===== src/rtl/sipo_map.vh =====
// Overview of operation
// - eight-bit shift register feeds an eight-bit storage register of equal width
// - each storage bit has its own parallel output that can float
// - shift and storage registers clocked by two separate clock inputs
// - low shift clear empties every shift stage, overriding shifting
// - serial cascade output lets several devices chain
// - output enable high floats parallel outputs; cascade output always driven
// - shift and store on rising edges of shift clock and storage clock; low shift clear acts without an edge
// - with clocks tied, storage captures shift contents from before the edge
// - shift edge with clear high loads first stage from serial input
// - same edge loads each later stage from its predecessor's old value
// - each storage clock rising edge copies all eight stages in parallel
`ifndef SIPO_MAP_VH
`define SIPO_MAP_VH
`define SIPO_WIDTH      8
`define SIPO_SHIFT_RST  8'h00
`define SIPO_STORE_RST  8'h00
`define SIPO_LAST_BIT   7
`endif


===== src/rtl/sipo_edge.v =====
`timescale 1ns/1ps
// rising edge detector on a clock-synchronous input
module sipo_edge (
    // system
    input  wire clk,
    input  wire rstn,
    // level in, pulse out
    input  wire level_in,
    output wire rise
);
    reg level_q;

    always @(posedge clk or negedge rstn) begin
        if (!rstn) begin
            level_q <= 1'b0;
        end else begin
            level_q <= level_in;
        end
    end

    assign rise = level_in & ~level_q;
endmodule


===== src/rtl/sipo_store.v =====
`timescale 1ns/1ps
`include "sipo_map.vh"
// storage register with floatable parallel outputs
module sipo_store #(
    parameter WIDTH = `SIPO_WIDTH
) (
    // system
    input  wire             clk,
    input  wire             rstn,
    // capture
    input  wire             capture,
    input  wire [WIDTH-1:0] shift_val,
    // parallel pins
    input  wire             output_enable_n,
    output wire [WIDTH-1:0] parallel_out,
    output wire [WIDTH-1:0] parallel_oe_n
);
    reg [WIDTH-1:0] store_q;

    // old shift value is taken, so tied clocks lag by one shift
    always @(posedge clk or negedge rstn) begin
        if (!rstn) begin
            store_q <= `SIPO_STORE_RST;
        end else if (capture) begin
            store_q <= shift_val;
        end
    end

    assign parallel_out  = store_q;
    assign parallel_oe_n = {WIDTH{output_enable_n}};
endmodule


===== src/rtl/sipo_top.v =====
`timescale 1ns/1ps
`include "sipo_map.vh"
// serial-in parallel-out latch; pin clocks sampled by the system clock
module sipo_top #(
    parameter WIDTH = `SIPO_WIDTH
) (
    // system
    input  wire             clk,
    input  wire             rstn,
    // serial side
    input  wire             serial_in,
    input  wire             shift_clock,
    input  wire             shift_clear_n,
    output wire             cascade_out,
    // storage side
    input  wire             storage_clock,
    input  wire             output_enable_n,
    output wire [WIDTH-1:0] parallel_out,
    output wire [WIDTH-1:0] parallel_oe_n
);

    // shift stage reset image, one bit per stage
    localparam [WIDTH-1:0] SHIFT_RST = `SIPO_SHIFT_RST;

    // what every shift stage does on this clock
    localparam [1:0] ACT_HOLD  = 2'b00;
    localparam [1:0] ACT_SHIFT = 2'b01;
    localparam [1:0] ACT_CLEAR = 2'b10;

    // pin edges seen by the system clock
    wire             shift_rise;
    wire             store_rise;

    // stage action for this clock
    reg  [1:0]       shift_act;

    // value each stage would take on a shift
    wire [WIDTH-1:0] shift_feed;

    // next and present stage contents
    wire [WIDTH-1:0] shift_d;
    wire [WIDTH-1:0] shift_bits;

    // generate index, reused by every loop below
    genvar           g;

    // a clear outranks a shift edge in the same clock
    function [1:0] act_of;
        input clear_n;
        input rise;
        begin
            if (!clear_n) begin
                act_of = ACT_CLEAR;
            end else if (rise) begin
                act_of = ACT_SHIFT;
            end else begin
                act_of = ACT_HOLD;
            end
        end
    endfunction

    // one stage's next value for a given action
    function stage_next;
        input [1:0] act;
        input       old_bit;
        input       feed_bit;
        input       clear_bit;
        begin
            case (act)
                ACT_CLEAR: begin
                    stage_next = clear_bit;
                end
                ACT_SHIFT: begin
                    stage_next = feed_bit;
                end
                ACT_HOLD: begin
                    stage_next = old_bit;
                end
                default: begin
                    stage_next = old_bit;
                end
            endcase
        end
    endfunction

    // each pin has its own detector, so the two clocks stay independent
    sipo_edge u_shift_edge (
        .clk      (clk),
        .rstn     (rstn),
        .level_in (shift_clock),
        .rise     (shift_rise)
    );

    sipo_edge u_store_edge (
        .clk      (clk),
        .rstn     (rstn),
        .level_in (storage_clock),
        .rise     (store_rise)
    );

    // one action for all stages; the clear needs no edge
    always @* begin
        shift_act = act_of(shift_clear_n, shift_rise);
    end

    // stage 0 listens to the serial pin, the rest to their neighbour
    assign shift_feed[0] = serial_in;

    generate
        for (g = 1; g < WIDTH; g = g + 1) begin : g_feed
            assign shift_feed[g] = shift_bits[g-1];
        end
    endgenerate

    generate
        for (g = 0; g < WIDTH; g = g + 1) begin : g_stage
            reg stage_q;

            assign shift_d[g] = stage_next(shift_act,
                                           stage_q,
                                           shift_feed[g],
                                           SHIFT_RST[g]);

            always @(posedge clk or negedge rstn) begin
                if (!rstn) begin
                    stage_q <= SHIFT_RST[g];
                end else begin
                    stage_q <= shift_d[g];
                end
            end

            assign shift_bits[g] = stage_q;
        end
    endgenerate

    // cascade follows the last stage, so a clear drops it on the next system clock
    assign cascade_out = shift_bits[WIDTH-1];

    // host must space storage edge after last shift edge
    sipo_store #(
        .WIDTH (WIDTH)
    ) u_store (
        .clk             (clk),
        .rstn            (rstn),
        .capture         (store_rise),
        .shift_val       (shift_bits),
        .output_enable_n (output_enable_n),
        .parallel_out    (parallel_out),
        .parallel_oe_n   (parallel_oe_n)
    );
endmodule


===== config.mk =====
export PLATFORM = sky130hd
export DESIGN_NAME = sipo_top
export DESIGN_NICKNAME = d
export VERILOG_FILES = /design/src/rtl/sipo_edge.v /design/src/rtl/sipo_store.v /design/src/rtl/sipo_top.v
export VERILOG_INCLUDE_DIRS = /design/src /design/src/rtl
export SDC_FILE = /design/constraint.sdc
export NUM_CORES = 1
export LEC_CHECK = 0
export BUFFER_PORTS_ARGS = -buffer_cell sky130_fd_sc_hd__buf_2
export CORE_MARGIN = 10
export CORE_UTILIZATION = 52
export CTS_CLUSTER_SIZE = 12
export DETAILED_ROUTE_END_ITERATION = 12
export HOLD_SLACK_MARGIN = 0.12
export PLACE_DENSITY = 0.8
export RECOVER_POWER = 100
export SYNTH_ARGS = -nofsm -noshare
export SYNTH_HDL_FRONTEND = slang
export SYNTH_HIERARCHICAL = 1
export SYNTH_SLANG_ARGS = --single-unit

===== constraint.sdc =====
create_clock -name clk -period 2.2 [get_ports clk]
set_input_delay 0.44 -clock clk [delete_from_list [all_inputs] [get_ports clk]]
set_output_delay 0.44 -clock clk [all_outputs]
set_load 0.02 [all_outputs]

* Yosys cells after proc, flatten, opt, wreduce, memory -nomap -nowiden
Cells that the tools add are included.
** Cells by class
- Bitwise gates (word level) :: 4
- Equality and inequality tests :: 2
- Reduce and logical (&&, ||, !) cells :: 1
- Muxes and demuxes :: 10
** Operator list (number)
- $pmux 1 s2 :: 8
- $and 1x1->1 :: 2
- $eq 2x1->1 const B :: 1
- $eq 2x2->1 const B :: 1
- $mux 2 :: 1
- $not 1->1 :: 2
- $reduce_bool 2->1 :: 1
- $mux 1 :: 1
** Storage, ports and cells
- Register bits :: 18
- Output and inout port bits :: 17
- Logic and storage cells :: 28

* Longest topological paths before layout
- Depth in word-level cells :: 6
- Depth in mapped cells :: 4
- Depth with buffers taken out :: 3

* Hierarchy
Netlist, hierarchy kept.
** By module, submodules not included
- sipo_store :: cells an instance 25, area each 391.6 um^2, times used 1
- sipo_top :: cells an instance 25, area each 341.6 um^2, times used 1
- sipo_edge :: cells an instance 2, area each 38.8 um^2, times used 2

* Least setup slack after synthesis
No wires, ideal clock.
- Path kind :: input to register
- Start point :: input storage_clock
- End point :: register u_store.store_q[0] (netlist: u_store/parallel_out[0])
- Setup slack :: 1086 ps
- Buffers on the path :: 1
- Cell stages on the path :: 3
- Data arrival time :: 989 ps
- Required time :: 2075 ps
- Path through :: nor2b_4 buf_6 mux2_4
** Between the ends
- Word-level cells in the longest chain between the ends :: 1
** RTL lines
- start: declaration :: line sipo_top.v:16 : input wire storage_clock,
- $and 1x1->1 :: line sipo_edge.v:21 : assign rise = level_in & ~level_q;
- end signal: assignment :: line sipo_store.v:23 : store_q <= `SIPO_STORE_RST;
- end signal: assignment :: line sipo_store.v:25 : store_q <= shift_val;
- end: declaration :: line sipo_store.v:18 : reg [WIDTH-1:0] store_q;
Every way passes these cells.
A chain may end at the register's enable or synchronous reset.

* Final worst setup path
- Start point :: register u_shift_edge.level_q
- End point :: register g_stage[5].stage_q
** Between the ends
- Word-level cells in the longest chain between the ends :: 6
** RTL lines
- start: declaration :: line sipo_edge.v:11 : reg level_q;
- start signal: assignment :: line sipo_edge.v:17 : level_q <= level_in;
- $not 1->1 * :: line sipo_edge.v:21
- $and 1x1->1 * :: line sipo_edge.v:21
- via act_of.rise :: line sipo_top.v:50 : input rise;
- $mux 1 * :: line sipo_top.v:54 : end else if (rise) begin
- $mux 2 * :: line sipo_top.v:52 : if (!clear_n) begin
- $eq 2x1->1 or $eq 2x2->1 (tied branches) :: line sipo_top.v:69 : case (act)
- $pmux 1 s2 or $reduce_bool 2->1 (tied branches)
- end signal: assignment :: line sipo_top.v:126 : stage_q <= SHIFT_RST[g];
- end signal: assignment :: line sipo_top.v:128 : stage_q <= shift_d[g];
- end: declaration :: line sipo_top.v:117 : reg stage_q;
The timed path passes the listed nets; every way through them passes the cells marked *.

==> results.txt <==
* Outcome: completed
- The tool flagged a number of max-cap violations equal to 0.
- Leaving out filler cells and counting taps, the final layout contains 79.
- Net switching power of the design: about 0.12 mW
- Tot GR Track Use: 0.07462
- Max stage delay cell, worst path: nor2b_1
- CTS tree: built
- Wires add up to ~1200 um.
- Sinks on Clock Net: 18
* Port-buffer cells: 14
- After detailed routing, the number of remaining DRC violations is 0.
* Setup repair after global routing missed its margin: no
- Post-Place Setup Slack: 0.8740 ns
- Post-route clock skew: roughly 0.0060 ns
* Diodes inserted: 0
- The die covers roughly 3500 um^2.
- Internal cell power: about 0.45 mW
- Min Clock Period, post-route: about 1.5 ns
* Global placer's final weighted congestion: between 0.7 and 0.8
- Summed over all instances, the cell type with the most area after synthesis is dfrtp_1.
- Critical Path Source Type: flop
- Via count of the first global-routing pass: approximately 460
- Number of failing setup endpoints in the final timing report: 0
- Number of storage elements in the synthesis netlist: 18
- The number of failing hold endpoints at the final stage is 0.
- Smallest setup slack after layout: about 0.68 ns
* Min-Delay Path Class: input port to flop
* Clock transition time at the flip-flop clock pins of the worst setup and hold paths: approximately 0.10 ns
- Setup total negative slack on the finished layout was measured at 0 ns.
- Iter 0 DRT Violations: 6
- Portion of the post-synthesis area used by sequential elements: 0.5556
* Synth Net Count: a little over 60
* Proportion of power drawn by combinational gates: 0.062
- Die width: ~60 um
* Inserted Clock Buffers: 3
- Cells taking the most area after synthesis: dfrtp_1 (56%), mux2_4 (15%), mux2i_1 (9.9%)
* Layout cell share with drive strength beyond 1: 0.2540
- Dividing the detail-routed via count by the number of cells gives 5.139.
- In the finished design, the share of the clock period the worst path needs comes to 0.6927.
* Core Region: ~1500 um^2
* Power Total: 0.5712 mW
* Most common cell after layout, fill and taps aside: dfrtp_1
- CTS built an H-tree with a depth of 1.
- Capturing element type of the critical path: flop
* Clock tree root driver cell: clkbuf_4
- CTS Buffer Depth: 2
* Post-DRT Antenna Nets: 0
- Max-slew headroom: 0.3846
- Summed over all nets, the half-perimeter wirelength after detailed placement is between 800 and 900 um.
- Series of cell instances along the critical path: nor2b_1 > mux2i_1 > nor2b_1
- At the worst endpoint, the arrival time is around 1.7 ns.
* Area share of the largest cell type after synthesis: 0.5556
- Of all nets on the critical path, the largest fanout is 8.
- In this design, the stage delay of the slowest critical-path cell is around 0.70 ns.
- Post-synthesis instance total: 54
- At the pin with the least slew margin, the transition time is roughly 0.92 ns.
- Power density over cell area: 704.5 nW/um^2
* Final layout net count: roughly 70
- Required time of the critical path: 2.37 ns
- The critical path in this run is classified as flop to flop.
- In this run the post-CTS setup repair buffer count came out at 0.
- Initial standard-cell utilization of the core: 0.5445
* Clock network latency to the later pin of the worst-skew pair: 0.28 ns
- In the layout the commonest cells are dfrtp_1 (18), nor2b_1 (10), clkbuf_1 (10).
* Distinct cells, synth: 7
- The floorplan has 14 rows.
- Entering global routing, the biggest net connects 19 pins.
* I/O pin count: 24
- Across the VDD grid, the largest voltage drop is approximately 0.36 mV.
- In this run the mean area of a mapped cell was roughly 15 um^2.
- Count of warnings emitted by yosys: 6
- First-pass GRT wire length: just over 2000 um
* DIE HEIGHT: just under 60 um
* Post-synth design cell area: about 810 um^2
* Power share of the sequential group: 0.592
- Most repeated library cell on the critical path: nor2b_1
- The routed layout has around 410 vias.
- Lkg Pwr: between 0.3 and 0.4 nW
* Final max-slew violation count: 0
- The pre-antenna-repair detailed-routing pass consisted of 2 iterations.
* Number of placed cells counting well taps: 74
* Fmax achieved: roughly 0.66 GHz
* Share of power burned in the clock network: 0.345
- Global routing finished with a remaining overflow of 0.
- Of the total power, the share spent switching nets is 0.2092.
- Wire length per cell after detailed routing: about 16 um
- Synthesis-to-finish area growth: 0%
- The initial antenna violation count came to 0.
through the flow:
stage / hold WS (ns) / utilization / area (um^2)
2_1_floorplan: 0.1444 / - / 810.8
3_3_place_gp: 0.3796 / 0.5496 / 818.3
3_5_place_dp: 0.3880 / 0.5496 / 818.3
4_1_cts: 0.2654 / 0.5807 / 864.6
5_1_grt: 0.2450 / 0.5445 / 810.8
6_report: 0.2637 / 0.5445 / 810.8
cells by family (layout without fill, tap and decap cells):
| kind of cell | after synthesis | in the layout | share of synthesized area |
|---|---|---|---|
| simple gates | 10 | 10 | 0.09569 |
| mux | 16 | 16 | 0.2469 |
| buf+inv | 10 | 19 | 0.1019 |
| flops | 18 | 18 | 0.5556 |
worst paths after layout:
check,startpoint,endpoint,slack [ns],cells past startpoint
worst max-delay path,u_shift_edge/level_q,g_stage[5].stage_q,0.68,3
max in group asynchronous,rstn,g_stage[4].stage_q,0.84,2
worst min-delay path,shift_clock,u_shift_edge/level_q,0.26,1
worst max register to register,u_shift_edge/level_q,g_stage[5].stage_q,0.68,3
min in group asynchronous,rstn,u_store/parallel_out[7],0.80,2
worst min register to register,u_store/parallel_out[4],u_store/parallel_out[4],0.52,1
routing by layer:
| layer | vias to the layer above | global-route usage | share of wire |
|---|---|---|---|
| li1 | 190 | - | - |
| met1 | 205 | 0.07895 | 0.44 |
| met2 | 9 | 0.1218 | 0.48 |
| met3 | 2 | 0.03863 | 0.072 |
| met4 | 0 | 0.02951 | 0.0081 |
| met5 | - | 0 | 0 |
sequential cells by signal (all words and copies together) (netlist names):
signal / cells
cascade_out: 1
g_stage.stage_q: 7
u_shift_edge/level_q: 1
u_store/parallel_out: 8
u_store_edge/level_q: 1
synthesized netlist by cell type, drive strengths merged:
cell type and count:
buf 10, dfrtp 18, mux2 8, mux2i 8, nor2b 10
final cells by class:
class                           instances  area (um^2)
Tap cell                               16        20.02
Clock buffer                            4        36.28
Sequential cell                        18        450.4
Fill cell                             139        678.2
Timing Repair Buffer                   15        67.56
Multi-Input combinational cell         26        236.5
critical path: cells and delay by family (launching register included):
family / cells / cell delay, ns
AND/OR/NAND/NOR: 2 / 0.77
multiplexers: 1 / 0.27
flip-flops: 1 / 0.38
power by group through the flow:
stage / sequential, mW / clock [mW] / combinational [mW]
final: 0.338 / 0.197 / 0.0355
after global routing: 0.339 / 0.221 / 0.0389
after CTS: 0.340 / 0.204 / 0.0418
after detailed placement: 0.346 / 0 / 0.0403
after global placement: 0.346 / 0 / 0.0396
after floorplan: 0.348 / 0 / 0.0460
what timing repair did:
item | CTS | global route
resized for setup | 0 | 0
hold buffers | 1 | 0
hold endpoints to repair | 18 | 0
Power figures use the tool's default switching activity.
